$ cat src/shared/radio_cfg_defines.vh
`ifndef RADIO_CFG_DEFINES_VH
`define RADIO_CFG_DEFINES_VH

// ****************************************
// register addresses
// ****************************************
`define ADDR_TOP_CONFIGURATION 5'h00
`define ADDR_AUTO_ACK_ENABLES 5'h01
`define ADDR_RECEIVE_PIPE_ENABLES 5'h02
`define ADDR_ADDRESS_WIDTH_SETUP 5'h03
`define ADDR_RETRANSMIT_SETUP 5'h04
`define ADDR_CHANNEL_SELECT 5'h05
`define ADDR_RADIO_SETUP 5'h06
`define ADDR_EVENT_FLAGS 5'h07
`define ADDR_TRANSMIT_OBSERVATION 5'h08
`define ADDR_SIGNAL_STRENGTH_CONTROL 5'h09
`define ADDR_PIPE0_RECEIVE_ADDRESS 5'h0A
`define ADDR_PIPE1_RECEIVE_ADDRESS 5'h0B
`define ADDR_PIPE2_RECEIVE_ADDRESS_LOW 5'h0C

// ****************************************
// commands
// ****************************************
`define CMD_READ_REGISTER 3'h0
`define CMD_WRITE_REGISTER 3'h1
`define MAX_DATA_BYTES 3'h5

// ****************************************
// field positions
// ****************************************
`define BIT_RX_READY 6
`define BIT_TX_DONE 5
`define BIT_RETRY_LIMIT 4
`define BIT_CRC_ENABLE 3
`define BIT_CHECKSUM_WIDTH 2
`define BIT_POWER_UP 1
`define BIT_PRIMARY_RECEIVER 0

// ****************************************
// reset values
// ****************************************
`define RESET_TOP_CONFIGURATION 8'h08
`define RESET_PIPE_ENABLES 6'h3F
`define RESET_ADDRESS_WIDTH 4'hF
`define RESET_RETRANSMIT_SETUP 8'h03
`define RESET_CHANNEL 7'h02
`define RESET_TRANSMIT_POWER 2'h1
`define RESET_PIPE_NUMBER 3'h7
`define RESET_PIPE0_ADDRESS 40'hE7_E7E7_E7E7
`define RESET_PIPE1_ADDRESS 40'hC2_C2C2_C2C2
`define RESET_PIPE2_ADDRESS 8'hC3

// ****************************************
// timing
// ****************************************
`define CORE_CLK_MHZ 50
`define RETRY_STEP_US 250
`define RETRY_STEP_CYCLES (`RETRY_STEP_US * `CORE_CLK_MHZ)
`define COUNT_SATURATE 4'hF

`endif

$ cat src/logic/pin_sync.v
`timescale 1ns/100ps
module pin_sync #(
  parameter WIDTH = 3
) (
  input wire i_core_clk,
  input wire i_reset,
  input wire [WIDTH-1:0] i_async,
  output reg [WIDTH-1:0] o_sync
);
  reg [WIDTH-1:0] stage_one;

  // ****************************************
  // two-flop synchroniser
  // ****************************************
  always @(posedge i_core_clk or posedge i_reset) begin
    if (i_reset) begin
      stage_one <= {WIDTH{1'b1}};
      o_sync <= {WIDTH{1'b1}};
    end else begin
      stage_one <= i_async;
      o_sync <= stage_one;
    end
  end
endmodule // pin_sync

$ cat src/logic/spi_link_slave.v
`timescale 1ns/100ps
module spi_link_slave (
  input wire i_core_clk,
  input wire i_reset,
  input wire i_sck,
  input wire i_csn,
  input wire i_mosi,
  input wire [7:0] i_tx_byte,
  output reg o_frame_start,
  output reg o_byte_valid,
  output reg [7:0] o_rx_byte,
  output reg o_miso,
  output reg o_miso_oe
);
  reg sck_q;
  reg csn_q;
  reg [2:0] bit_cnt;
  reg [7:0] rx_shift;
  reg [7:0] tx_shift;
  wire sck_rise;
  wire sck_fall;

  assign sck_rise = i_sck & ~sck_q;
  assign sck_fall = ~i_sck & sck_q;

  // ****************************************
  // shift engine, msb first, mode 0
  // ****************************************
  always @(posedge i_core_clk or posedge i_reset) begin
    if (i_reset) begin
      sck_q <= 1'b0;
      csn_q <= 1'b1;
      bit_cnt <= 3'h0;
      rx_shift <= 8'h00;
      tx_shift <= 8'h00;
      o_frame_start <= 1'b0;
      o_byte_valid <= 1'b0;
      o_rx_byte <= 8'h00;
      o_miso <= 1'b0;
      o_miso_oe <= 1'b0;
    end else begin
      sck_q <= i_sck;
      csn_q <= i_csn;
      o_frame_start <= 1'b0;
      o_byte_valid <= 1'b0;
      if (i_csn) begin
        bit_cnt <= 3'h0;
        o_miso_oe <= 1'b0;
      end else begin
        o_miso_oe <= 1'b1;
        if (csn_q) begin
          o_frame_start <= 1'b1;
          bit_cnt <= 3'h0;
          tx_shift <= i_tx_byte;
          o_miso <= i_tx_byte[7];
        end else if (sck_rise) begin
          rx_shift <= {rx_shift[6:0], i_mosi};
          bit_cnt <= bit_cnt + 3'h1;
          if (bit_cnt == 3'h7) begin
            o_byte_valid <= 1'b1;
            o_rx_byte <= {rx_shift[6:0], i_mosi};
          end
        end else if (sck_fall) begin
          if (bit_cnt == 3'h0) begin
            tx_shift <= i_tx_byte;
            o_miso <= i_tx_byte[7];
          end else begin
            tx_shift <= {tx_shift[6:0], 1'b0};
            o_miso <= tx_shift[6];
          end
        end
      end
    end
  end
endmodule // spi_link_slave

$ cat src/logic/radio_config_register_bank.v
`timescale 1ns/100ps
`include "radio_cfg_defines.vh"
module radio_config_register_bank #(
  parameter [17:0] RETRY_STEP_CYCLES = `RETRY_STEP_CYCLES
) (
  input wire i_core_clk,
  input wire i_reset,
  input wire i_csn,
  input wire i_sck,
  input wire i_mosi,
  input wire i_rx_data_arrived,
  input wire [2:0] i_rx_pipe_number,
  input wire i_rx_fifo_empty,
  input wire i_tx_sent,
  input wire i_ack_received,
  input wire i_retry_limit_hit,
  input wire i_tx_fifo_full,
  input wire i_packet_lost,
  input wire i_retransmit,
  input wire i_new_packet_start,
  input wire i_retry_wait_start,
  input wire i_signal_threshold_one,
  input wire i_signal_threshold_two,
  output wire o_miso,
  output wire o_miso_oe,
  output reg o_irq_n,
  output reg o_power_up,
  output reg o_primary_receiver,
  output reg o_crc_enable,
  output reg o_checksum_width_select,
  output reg [5:0] o_pipe_autoack_enable,
  output reg [5:0] o_pipe_receive_enable,
  output reg [3:0] o_retry_limit_code,
  output reg [6:0] o_channel_number,
  output reg o_carrier_test_enable,
  output reg o_pseudo_random_test_enable,
  output reg o_rate_select_low,
  output reg o_rate_select_high,
  output reg o_transmit_attenuate,
  output reg [1:0] o_transmit_power_code,
  output reg o_signal_measure_enable,
  output reg [39:0] o_pipe0_address,
  output reg [39:0] o_pipe1_address,
  output reg [7:0] o_pipe2_address_low,
  output reg o_transmit_hold,
  output reg o_retry_wait_done
);

  // ****************************************
  // decode helpers
  // ****************************************
  function write_hit;
    input stb;
    input [4:0] addr;
    input [4:0] target;
    begin
      write_hit = stb & (addr == target);
    end
  endfunction

  function [7:0] sel_byte;
    input [39:0] word;
    input [2:0] idx;
    begin
      if (idx < `MAX_DATA_BYTES) begin
        sel_byte = word[idx*8 +: 8];
      end else begin
        sel_byte = 8'h00;
      end
    end
  endfunction

  // ****************************************
  // storage
  // ****************************************
  localparam [7:0] RETRY_RESET = `RESET_RETRANSMIT_SETUP;
  localparam [39:0] PIPE0_RESET = `RESET_PIPE0_ADDRESS;
  localparam [39:0] PIPE1_RESET = `RESET_PIPE1_ADDRESS;
  reg top_reserved;
  reg rx_ready_irq_mask;
  reg tx_done_irq_mask;
  reg retry_limit_irq_mask;
  reg crc_enable_bit;
  reg [3:0] address_width_setup;
  reg [3:0] retry_delay_code;
  reg pseudo_random_bit;
  reg [2:0] signal_reserved;
  reg rx_ready_flag;
  reg tx_done_flag;
  reg retry_limit_flag;
  reg [2:0] pipe_number;
  reg [3:0] lost_packet_count;
  reg [3:0] retry_count;
  reg [17:0] retry_timer;
  reg first_byte;
  reg [2:0] cmd_op;
  reg [4:0] cmd_addr;
  reg [2:0] data_cnt;
  reg [7:0] out_byte;
  reg [39:0] rd_word;
  wire [2:0] pins_sync;
  wire frame_start;
  wire byte_valid;
  wire [7:0] rx_byte;
  wire [7:0] status_byte;
  wire [7:0] tx_byte;
  wire crc_effective;
  wire wr_stb;
  wire wr_single;
  wire [4:0] rd_addr;
  wire [2:0] rd_idx;
  wire flag_clear;
  wire [31:0] retry_wait_product;

  // ****************************************
  // link input and shifter
  // ****************************************
  pin_sync #(
    .WIDTH(3)
  ) u_pin_sync (
    .i_core_clk(i_core_clk),
    .i_reset(i_reset),
    .i_async({i_csn, i_sck, i_mosi}),
    .o_sync(pins_sync)
  );

  spi_link_slave u_spi_link_slave (
    .i_core_clk(i_core_clk),
    .i_reset(i_reset),
    .i_sck(pins_sync[1]),
    .i_csn(pins_sync[2]),
    .i_mosi(pins_sync[0]),
    .i_tx_byte(tx_byte),
    .o_frame_start(frame_start),
    .o_byte_valid(byte_valid),
    .o_rx_byte(rx_byte),
    .o_miso(o_miso),
    .o_miso_oe(o_miso_oe)
  );

  assign status_byte = {1'b0, rx_ready_flag, tx_done_flag, retry_limit_flag,
    pipe_number, i_tx_fifo_full};
  assign tx_byte = first_byte ? status_byte : out_byte;

  // ****************************************
  // command tracking
  // ****************************************
  // command and address capture
  always @(posedge i_core_clk or posedge i_reset) begin
    if (i_reset) begin
      first_byte <= 1'b1;
      cmd_op <= 3'h7;
      cmd_addr <= 5'h00;
      data_cnt <= 3'h0;
      out_byte <= 8'h00;
    end else begin
      if (frame_start || pins_sync[2]) begin
        first_byte <= 1'b1;
        data_cnt <= 3'h0;
      end else if (byte_valid) begin
        first_byte <= 1'b0;
        out_byte <= 8'h00;
        if (first_byte) begin
          cmd_op <= rx_byte[7:5];
          cmd_addr <= rx_byte[4:0];
        end else if (data_cnt != 3'h7) begin
          data_cnt <= data_cnt + 3'h1;
        end
        if ((first_byte ? rx_byte[7:5] : cmd_op) == `CMD_READ_REGISTER) begin
          out_byte <= sel_byte(rd_word, rd_idx);
        end
      end
    end
  end

  assign rd_addr = first_byte ? rx_byte[4:0] : cmd_addr;
  assign rd_idx = first_byte ? 3'h0 : data_cnt + 3'h1;
  assign wr_stb = byte_valid & ~first_byte & (cmd_op == `CMD_WRITE_REGISTER)
    & (data_cnt < `MAX_DATA_BYTES);
  assign wr_single = wr_stb & (data_cnt == 3'h0);
  assign crc_effective = crc_enable_bit | (|o_pipe_autoack_enable);
  assign flag_clear = write_hit(wr_single, cmd_addr, `ADDR_EVENT_FLAGS);

  // ****************************************
  // read mux
  // ****************************************
  // unmapped reads as zero
  always @* begin
    rd_word = 40'h00_0000_0000;
    if (rd_addr == `ADDR_TOP_CONFIGURATION) begin
      rd_word[7:0] = {top_reserved, rx_ready_irq_mask, tx_done_irq_mask,
        retry_limit_irq_mask, crc_effective, o_checksum_width_select,
        o_power_up, o_primary_receiver};
    end else if (rd_addr == `ADDR_AUTO_ACK_ENABLES) begin
      rd_word[7:0] = {2'b00, o_pipe_autoack_enable};
    end else if (rd_addr == `ADDR_RECEIVE_PIPE_ENABLES) begin
      rd_word[7:0] = {2'b00, o_pipe_receive_enable};
    end else if (rd_addr == `ADDR_ADDRESS_WIDTH_SETUP) begin
      rd_word[7:0] = {4'h0, address_width_setup};
    end else if (rd_addr == `ADDR_RETRANSMIT_SETUP) begin
      rd_word[7:0] = {retry_delay_code, o_retry_limit_code};
    end else if (rd_addr == `ADDR_CHANNEL_SELECT) begin
      rd_word[7:0] = {1'b0, o_channel_number};
    end else if (rd_addr == `ADDR_RADIO_SETUP) begin
      rd_word[7:0] = {o_carrier_test_enable, pseudo_random_bit, o_rate_select_low,
        o_transmit_attenuate, o_rate_select_high, o_transmit_power_code, 1'b0};
    end else if (rd_addr == `ADDR_EVENT_FLAGS) begin
      rd_word[7:0] = status_byte;
    end else if (rd_addr == `ADDR_TRANSMIT_OBSERVATION) begin
      rd_word[7:0] = {lost_packet_count, retry_count};
    end else if (rd_addr == `ADDR_SIGNAL_STRENGTH_CONTROL) begin
      rd_word[7:0] = {signal_reserved, o_signal_measure_enable, 2'b00,
        i_signal_threshold_two, i_signal_threshold_one};
    end else if (rd_addr == `ADDR_PIPE0_RECEIVE_ADDRESS) begin
      rd_word = o_pipe0_address;
    end else if (rd_addr == `ADDR_PIPE1_RECEIVE_ADDRESS) begin
      rd_word = o_pipe1_address;
    end else if (rd_addr == `ADDR_PIPE2_RECEIVE_ADDRESS_LOW) begin
      rd_word[7:0] = o_pipe2_address_low;
    end
  end

  // ****************************************
  // single-byte configuration
  // ****************************************
  always @(posedge i_core_clk or posedge i_reset) begin
    if (i_reset) begin
      top_reserved <= 1'b0;
      rx_ready_irq_mask <= 1'b0;
      tx_done_irq_mask <= 1'b0;
      retry_limit_irq_mask <= 1'b0;
      crc_enable_bit <= 1'b1;
      o_checksum_width_select <= 1'b0;
      o_power_up <= 1'b0;
      o_primary_receiver <= 1'b0;
      o_pipe_autoack_enable <= `RESET_PIPE_ENABLES;
      o_pipe_receive_enable <= `RESET_PIPE_ENABLES;
      address_width_setup <= `RESET_ADDRESS_WIDTH;
      retry_delay_code <= RETRY_RESET[7:4];
      o_retry_limit_code <= RETRY_RESET[3:0];
      o_channel_number <= `RESET_CHANNEL;
      o_carrier_test_enable <= 1'b0;
      pseudo_random_bit <= 1'b0;
      o_rate_select_low <= 1'b0;
      o_transmit_attenuate <= 1'b0;
      o_rate_select_high <= 1'b0;
      o_transmit_power_code <= `RESET_TRANSMIT_POWER;
      signal_reserved <= 3'h0;
      o_signal_measure_enable <= 1'b0;
      o_pipe2_address_low <= `RESET_PIPE2_ADDRESS;
    end else begin
      if (write_hit(wr_single, cmd_addr, `ADDR_TOP_CONFIGURATION)) begin
        {top_reserved, rx_ready_irq_mask, tx_done_irq_mask, retry_limit_irq_mask,
          crc_enable_bit, o_checksum_width_select, o_power_up,
          o_primary_receiver} <= rx_byte;
      end
      if (write_hit(wr_single, cmd_addr, `ADDR_AUTO_ACK_ENABLES)) begin
        o_pipe_autoack_enable <= rx_byte[5:0];
      end
      if (write_hit(wr_single, cmd_addr, `ADDR_RECEIVE_PIPE_ENABLES)) begin
        o_pipe_receive_enable <= rx_byte[5:0];
      end
      if (write_hit(wr_single, cmd_addr, `ADDR_ADDRESS_WIDTH_SETUP)) begin
        address_width_setup <= rx_byte[3:0];
      end
      if (write_hit(wr_single, cmd_addr, `ADDR_RETRANSMIT_SETUP)) begin
        retry_delay_code <= rx_byte[7:4];
        o_retry_limit_code <= rx_byte[3:0];
      end
      if (write_hit(wr_single, cmd_addr, `ADDR_CHANNEL_SELECT)) begin
        o_channel_number <= rx_byte[6:0];
      end
      if (write_hit(wr_single, cmd_addr, `ADDR_RADIO_SETUP)) begin
        {o_carrier_test_enable, pseudo_random_bit, o_rate_select_low,
          o_transmit_attenuate, o_rate_select_high,
          o_transmit_power_code} <= rx_byte[7:1];
      end
      if (write_hit(wr_single, cmd_addr, `ADDR_SIGNAL_STRENGTH_CONTROL)) begin
        {signal_reserved, o_signal_measure_enable} <= rx_byte[7:4];
      end
      if (write_hit(wr_single, cmd_addr, `ADDR_PIPE2_RECEIVE_ADDRESS_LOW)) begin
        o_pipe2_address_low <= rx_byte;
      end
    end
  end

  // ****************************************
  // multi-byte pipe addresses
  // ****************************************
  genvar lane;
  generate
    for (lane = 0; lane < 5; lane = lane + 1) begin : g_addr_lane
      always @(posedge i_core_clk or posedge i_reset) begin
        if (i_reset) begin
          o_pipe0_address[lane*8 +: 8] <= PIPE0_RESET[lane*8 +: 8];
          o_pipe1_address[lane*8 +: 8] <= PIPE1_RESET[lane*8 +: 8];
        end else if (wr_stb && data_cnt == lane) begin
          if (cmd_addr == `ADDR_PIPE0_RECEIVE_ADDRESS) begin
            o_pipe0_address[lane*8 +: 8] <= rx_byte;
          end
          if (cmd_addr == `ADDR_PIPE1_RECEIVE_ADDRESS) begin
            o_pipe1_address[lane*8 +: 8] <= rx_byte;
          end
        end
      end
    end
  endgenerate

  // ****************************************
  // event flags and counters
  // ****************************************
  always @(posedge i_core_clk or posedge i_reset) begin
    if (i_reset) begin
      rx_ready_flag <= 1'b0;
      tx_done_flag <= 1'b0;
      retry_limit_flag <= 1'b0;
      pipe_number <= `RESET_PIPE_NUMBER;
      lost_packet_count <= 4'h0;
      retry_count <= 4'h0;
    end else begin
      rx_ready_flag <= i_rx_data_arrived |
        (rx_ready_flag & ~(flag_clear & rx_byte[`BIT_RX_READY]));
      tx_done_flag <= (o_pipe_autoack_enable[0] ? i_ack_received : i_tx_sent) |
        (tx_done_flag & ~(flag_clear & rx_byte[`BIT_TX_DONE]));
      retry_limit_flag <= i_retry_limit_hit |
        (retry_limit_flag & ~(flag_clear & rx_byte[`BIT_RETRY_LIMIT]));
      if (i_rx_data_arrived) begin
        pipe_number <= i_rx_pipe_number;
      end else if (i_rx_fifo_empty) begin
        pipe_number <= `RESET_PIPE_NUMBER;
      end
      if (write_hit(wr_stb, cmd_addr, `ADDR_CHANNEL_SELECT)) begin
        lost_packet_count <= 4'h0;
      end else if (i_packet_lost && lost_packet_count != `COUNT_SATURATE) begin
        lost_packet_count <= lost_packet_count + 4'h1;
      end
      if (i_new_packet_start) begin
        retry_count <= 4'h0;
      end else if (i_retransmit && retry_count != `COUNT_SATURATE) begin
        retry_count <= retry_count + 4'h1;
      end
    end
  end

  // ****************************************
  // retry wait timer
  // ****************************************
  // (code+1) steps of 250 us
  assign retry_wait_product = ({28'h000_0000, retry_delay_code} + 32'h0000_0001)
    * {14'h0000, RETRY_STEP_CYCLES};

  always @(posedge i_core_clk or posedge i_reset) begin
    if (i_reset) begin
      retry_timer <= 18'h0_0000;
      o_retry_wait_done <= 1'b0;
    end else begin
      o_retry_wait_done <= 1'b0;
      if (i_retry_wait_start && !retry_limit_flag) begin
        retry_timer <= retry_wait_product[17:0];
      end else if (retry_timer != 18'h0_0000) begin
        retry_timer <= retry_timer - 18'h0_0001;
        if (retry_timer == 18'h0_0001) begin
          o_retry_wait_done <= 1'b1;
        end
      end
    end
  end

  // ****************************************
  // registered outputs
  // ****************************************
  always @(posedge i_core_clk or posedge i_reset) begin
    if (i_reset) begin
      o_irq_n <= 1'b1;
      o_crc_enable <= 1'b1;
      o_pseudo_random_test_enable <= 1'b0;
      o_transmit_hold <= 1'b0;
    end else begin
      o_irq_n <= ~((rx_ready_flag & ~rx_ready_irq_mask) |
        (tx_done_flag & ~tx_done_irq_mask) |
        (retry_limit_flag & ~retry_limit_irq_mask));
      o_crc_enable <= crc_effective;
      o_pseudo_random_test_enable <= pseudo_random_bit & o_carrier_test_enable;
      o_transmit_hold <= retry_limit_flag;
    end
  end
endmodule // radio_config_register_bank

$ cat config.mk
export PLATFORM = sky130hd
export DESIGN_NAME = radio_config_register_bank
export DESIGN_NICKNAME = d
export VERILOG_FILES = /design/src/logic/pin_sync.v /design/src/logic/spi_link_slave.v /design/src/logic/radio_config_register_bank.v
export VERILOG_INCLUDE_DIRS = /design/src /design/src/shared
export SDC_FILE = /design/constraint.sdc
export NUM_CORES = 1
export LEC_CHECK = 0
export BUFFER_PORTS_ARGS = -buffer_cell sky130_fd_sc_hd__buf_4
export CORE_MARGIN = 3
export CORE_UTILIZATION = 40
export CTS_CLUSTER_SIZE = 25
export DETAILED_ROUTE_END_ITERATION = 16
export GPL_ROUTABILITY_DRIVEN = 1
export PLACE_DENSITY_LB_ADDON = 0.3
export SLEW_MARGIN = 40
export SYNTH_ARGS = -nofsm -noshare
export SYNTH_HDL_FRONTEND = slang
export SYNTH_SLANG_ARGS = --single-unit
$ cat constraint.sdc
create_clock -name i_core_clk -period 7.3 [get_ports i_core_clk]
set_input_delay 1.095 -clock i_core_clk [delete_from_list [all_inputs] [get_ports i_core_clk]]
set_output_delay 1.095 -clock i_core_clk [all_outputs]
set_load 0.01 [all_outputs]
# After elaboration in Yosys (flattened, before gate mapping)
# Cells that the tools add are included.
[totals]
wordCells = 259
ff_bits = 232
inputBits = 20
out_inout_bits = 128
[op_classes]
reduce_logical = 40
n_lt_le_gt_ge = 2
n_shift = 1
multipliers = 1
muxes = 66
add_sub_neg = 6
bitwise = 46
n_eq_ne = 35
[ops]
columns = ["cell", "n"]
rows = [
  ["2-to-1 mux 32 bit", 11],
  ["2-to-1 mux 8 bit", 15],
  ["equality test 5 x 4 -> 1 bit, second input constant", 9],
  ["equality test 5 x 3 -> 1 bit, second input constant", 8],
  ["2-to-1 mux 40 bit", 1],
  ["indexed part select 40 x 7 -> 8 bit", 1],
  ["2-to-1 mux 18 bit", 2],
  ["2-to-1 mux 3 bit", 11],
  ["2-to-1 mux 7 bit", 4],
  ["bitwise AND 1 bit", 27],
  ["AND reduction 2 bit", 11],
  ["equality test 5 x 2 -> 1 bit, second input constant", 4],
  ["equality test 18 x 1 -> 1 bit, second input constant", 1],
  ["nonzero test 18 bit", 1],
  ["subtractor 18 x 1 -> 18 bit, second input constant", 1],
  ["2-to-1 mux 1 bit", 17],
  ["multiplier 5 x 12 -> 16 bit, second input constant", 1],
  ["2-to-1 mux 4 bit", 4],
  ["nonzero test 2 bit", 7],
  ["inverter 1 bit", 13],
  ["equality test 5 x 1 -> 1 bit, second input constant", 2],
  ["zero test 5 bit", 2],
  ["zero test 3 bit", 3],
  ["AND reduction 3 bit", 3],
  ["18 further kinds", 38],
]

# Longest topological paths before layout
[depth]
word_depth = 18
mapped_depth = 15

# Hierarchy
# From an unflattened synthesis, not the netlist that was laid out.
[hier_totals]
hier_cells = 1119
area_unflattened_um2 = 12484.5
[modules_own_cells]
columns = ["mod", "area_per_inst_um2", "cells_each", "instances"]
rows = [
  ["radio_config_register_bank", 11049.3, 1016, 1],
  ["spi_link_slave", 1273.7, 96, 1],
  ["pin_sync", 161.4, 7, 1],
]

# Worst setup path after synthesis
# No wires, ideal clock.
[synth_path]
kind = "reg2reg"
start = "reg retry_delay_code[0]"
end = "reg retry_timer[15]"
stages_incl_launch_ff = 16
setup_slack_ns = 3.557
t_arrival_ns = 3.606
synth_period_minus_slack_ns = 3.743
path_buffers = 0
required_time_ns = 7.163
cell_sequence = "dfrtp_1 -> ha_1 -> xor2_1 -> ha_1 -> inv_1 -> fa_1 -> inv_1 -> ha_1 -> ha_1 -> a21oi_1 -> o211ai_1 -> o41ai_1 -> nor2_1 -> a211oi_1 -> xor2_1 -> o22ai_1"
[synth_via]
elab_chain_cells = 3
[synth_lines]
columns = ["element", "line_no", "source"]
rows = [
  ["from (decl)", "radio_config_register_bank.v:85", "reg [3:0] retry_delay_code;"],
  ["from (signal assigned)", "radio_config_register_bank.v:239", "retry_delay_code <= RETRY_RESET[7:4];"],
  ["from (signal assigned)", "radio_config_register_bank.v:267", "retry_delay_code <= rx_byte[7:4];"],
  ["adder 4 x 1 -> 5 bit", "radio_config_register_bank.v:349", "assign retry_wait_product = ({28'h000_0000, retry_delay_code} + 32'h0000_0001)"],
  ["multiplier 5 x 12 -> 16 bit", "radio_config_register_bank.v:350", "* {14'h0000, RETRY_STEP_CYCLES};"],
  ["2-to-1 mux 18 bit", "radio_config_register_bank.v:358", "if (i_retry_wait_start && !retry_limit_flag) begin"],
  ["to (signal assigned)", "radio_config_register_bank.v:359", "retry_timer <= retry_wait_product[17:0];"],
  ["to (signal assigned)", "radio_config_register_bank.v:361", "retry_timer <= retry_timer - 18'h0_0001;"],
  ["to (decl)", "radio_config_register_bank.v:94", "reg [17:0] retry_timer;"],
]
# Every way passes these cells.
# A chain may end at the register's enable or synchronous reset.

# Worst setup path in the final report
# Ends and elaborated chain as after synthesis.

==> summary.txt <==
Die
  – Rows: 63
  – Die span in y: 180 um
  – Initial Util: 0.407
  – CORE AREA: 29700 sq um
  – Die area: 32300 sq um
  – Num ports: around 150
  – Die W: around 180 um

Layout
  – Final Non-Filler Cells: between 1500 and 2000
  – Fillcell total: approximately 2700
  – Share of cells above drive strength 1: 0.361
  – Area of the multi-input gates: around 5900 sq um
  – Reg area: between 5000 and 6000 sq um
  – Layout area overhead: 20.3%
  – Diodes inserted: 0
  – Fin nets: 1321

Synthesis
  – Flops & latches, synth: about 230
  – Top cells by count, synth: dfrtp_1 (146), mux2_2 (142), nand2_1 (112)
  – Seq/Total Area, Yosys: 0.489
  – Yosys warnings: 0
  – Post-synth EDFFs: 0
  – Avg Inst Size Synth: between 10 and 15 sq um
  – Dominant synthesized flop cell: dfrtp_1
  – Mapped cell area: about 12000 sq um
  – Synthesized instance count: around 1100
  – Synth cell types: between 70 and 80
  – Most frequent cell after synthesis: dfrtp_1
  – Synth area leader: dfrtp_1
  – Synth top area share: 0.302
  – Top cells by area, synth: dfrtp_1 (30%), dfstp_2 (19%), mux2_2 (13%)
  – Post-synthesis net count: between 1000 and 1500
  – Post-synth ARST share: 1.00

Drt
  – Via count: between 9000 and 10000
  – DRC: 0
  – DRT Pass-1 Iters: 7
  – Wire per inst: ~22 um
  – Detailed Route WL: between 30 and 40 mm
  – Number of DRC markers in iteration 0: 607
  – Final ANT Viol Nets: 0
  – DR vias/cell: between 5 and 6

Status
  – Status: finished, final reports clean

Global routing
  – First-pass GRT wire length: 56.7 mm
  – Gr usage total: 0.221
  – GR Overflow Total: 0
  – Largest net degree at the start of global routing: 100
  – Initial antenna violation count: 0
  – Number of global-route vias before repair: 9493

Clock tree
  – Hold-fix buffers, CTS: 0
  – Post-CTS Setup Bufs: 0
  – Num CTS Buffers: 27
  – H-tree depth: 1
  – Clock slew at reported path FFs: about 60 ps
  – CTS tree: done
  – CTS sink cnt: approximately 230
  – Clk buf depth: 3
  – Post-CTS Resized: 0
  – Worst-Skew Late Latency: around 560 ps
  – Root buf cell: clkbuf_16

Setup path
  – Critical-path cell list: ha_1, xor2_1, ha_1, inv_1, fa_1, inv_1, ha_1, ha_1, a21oi_1, o211ai_1, o41ai_1, nor2_1, a211oi_1, xor2_1, o22ai_1
  – CP peak stage delay: around 540 ps
  – CP most frequent cell: ha_1
  – Worst setup SP type: flip-flop
  – Worst path slowest cell: dfrtp_1
  – Critical Path RT: a little under 8000 ps
  – WP buf/inv: 2
  – CP max FO: 8
  – Data arrival, critical path: 4650 ps
  – Crit path max-delay family: adder cells
  – Critical Path End Type: flip-flop
  – Critical path class: reg2reg

Power and ir drop
  – Leakage: 6.64 nW
  – Max IR drop VDD: 0.167 mV
  – Pwr/cell area: between 200 and 250 nW/um^2

Timing
  – Max-slew headroom: 0.381
  – Setup Total Neg Slack: 0 ps
  – Tcrit/Tclk final: 0.582
  – Final Setup Violations: 0
  – Clock skew: roughly 25 ps
  – Min cycle time layout: 4250 ps
  – Final Max Slew Viols: 0
  – RSZ-0062 raised after global routing: no
  – Peak Freq: 235 MHz
  – Final hold violations: 0
  – Worst slew pin tran: between 900 and 1000 ps

Flow run
  – Max Cap Viol: 0

Placed design
  – Final RePlAce weighted congestion: ~0.9
  – Buffers on Ports: roughly 150
  – Dpl hpwl: about 26 mm
  – Placed cells: 1616

Hold path
  – Hold Crit Class: reg2reg
## flip-flops by register name, summed over array words and instances (netlist names), 4 cells and up
signal,count
address_width_setup,4
o_channel_number,7
o_pipe_receive_enable,6
o_pipe1_address,40
u_spi_link_slave.tx_shift,7
o_pipe_autoack_enable,6
o_pipe0_address,40
retry_delay_code,4
retry_count,4
o_pipe2_address_low,8
out_byte,8
cmd_addr,5
u_spi_link_slave.rx_shift,7
lost_packet_count,4
o_retry_limit_code,4
u_spi_link_slave.o_rx_byte,8
retry_timer,18
## stage by stage
step	area, sq um	setup WS, ps	hold slack [ps]	power [mW]	utilization
after CTS	14500	2990	351	3.01	0.489
final	14600	3050	354	2.97	0.490
after floorplan	12100	3240	345	1.60	-
after detailed placement	13700	3020	348	1.66	0.460
after global placement	13600	3140	346	1.65	0.458
after global routing	14600	2600	357	3.09	0.490
## layer usage
metal  vias up  wire, um  GRT usage
met4         0      1450     0.0761
li1       4308         -          -
met2       360     16200      0.339
met3        84      2160     0.0344
met5         -         0          0
met1      4653     16800      0.319
## report_power, final
group          switching (mW)  internal [mW]
sequential             0.0708           1.37
combinational           0.110         0.0963
clock                   0.548          0.783
## worst register-to-register path, cell delays in order (launching register included)
cell	delay [ps]
dfrtp_1	540
ha_1	250
xor2_1	330
ha_1	250
inv_1	60
fa_1	470
inv_1	40
ha_1	270
ha_1	340
a21oi_1	190
o211ai_1	160
o41ai_1	430
nor2_1	100
a211oi_1	410
xor2_1	180
o22ai_1	90
## area by class of cell
cell class | count | share of cell area
sequential | 232 | 0.407
inverter | 41 | 0.0108
clock inverter | 8 | 0.00576
timing repair buffer | 162 | 0.0858
clock buffer | 42 | 0.0544
multi-input combinational | 791 | 0.403
tap | 390 | 0.0335
## final timing paths
path,startpoint,endpoint,slack [ps],depth (start not counted)
worst min-delay path,u_pin_sync.stage_one[0],u_pin_sync.o_sync[0],350,0
min in group asynchronous,i_reset,o_channel_number[2],640,2
worst min register to register,u_pin_sync.stage_one[0],u_pin_sync.o_sync[0],350,0
worst max register to register,retry_delay_code[0],retry_timer[15],3050,15
max in group asynchronous,i_reset,u_pin_sync.o_sync[2],5330,4
worst max-delay path,retry_delay_code[0],retry_timer[15],3050,15
## cells by family (layout without fill, tap and decap cells)
logic type	Yosys count	count (layout)	share of synthesized area
simple gates	323	323	0.129
fa+ha+maj	46	46	0.0488
flops	232	232	0.489
mux	174	174	0.165
xor+xnor	34	34	0.0246
buf+inv	91	253	0.0297
compound gates	214	214	0.114
## placed cells by master (no fill, tap or decap), types with 7 or more instances in the layout
cell type / n
nor2_1: 82
buf_4: 160
ha_1: 44
xnor2_1: 16
xor2_1: 18
o22ai_1: 19
a21oi_1: 39
nand3_1: 22
inv_1: 39
and3_1: 8
nor4_1: 10
nor2_2: 7
mux2i_1: 25
mux2_2: 142
o21ai_0: 69
dfstp_2: 85
nor3b_1: 10
clkbuf_16: 27
o211ai_1: 7
nand2_1: 111
nor3_1: 19
clkbuf_1: 9
nand2b_1: 8
nor2b_1: 7
dfrtp_1: 146
No activity file was read; power rests on OpenSTA's default activity.
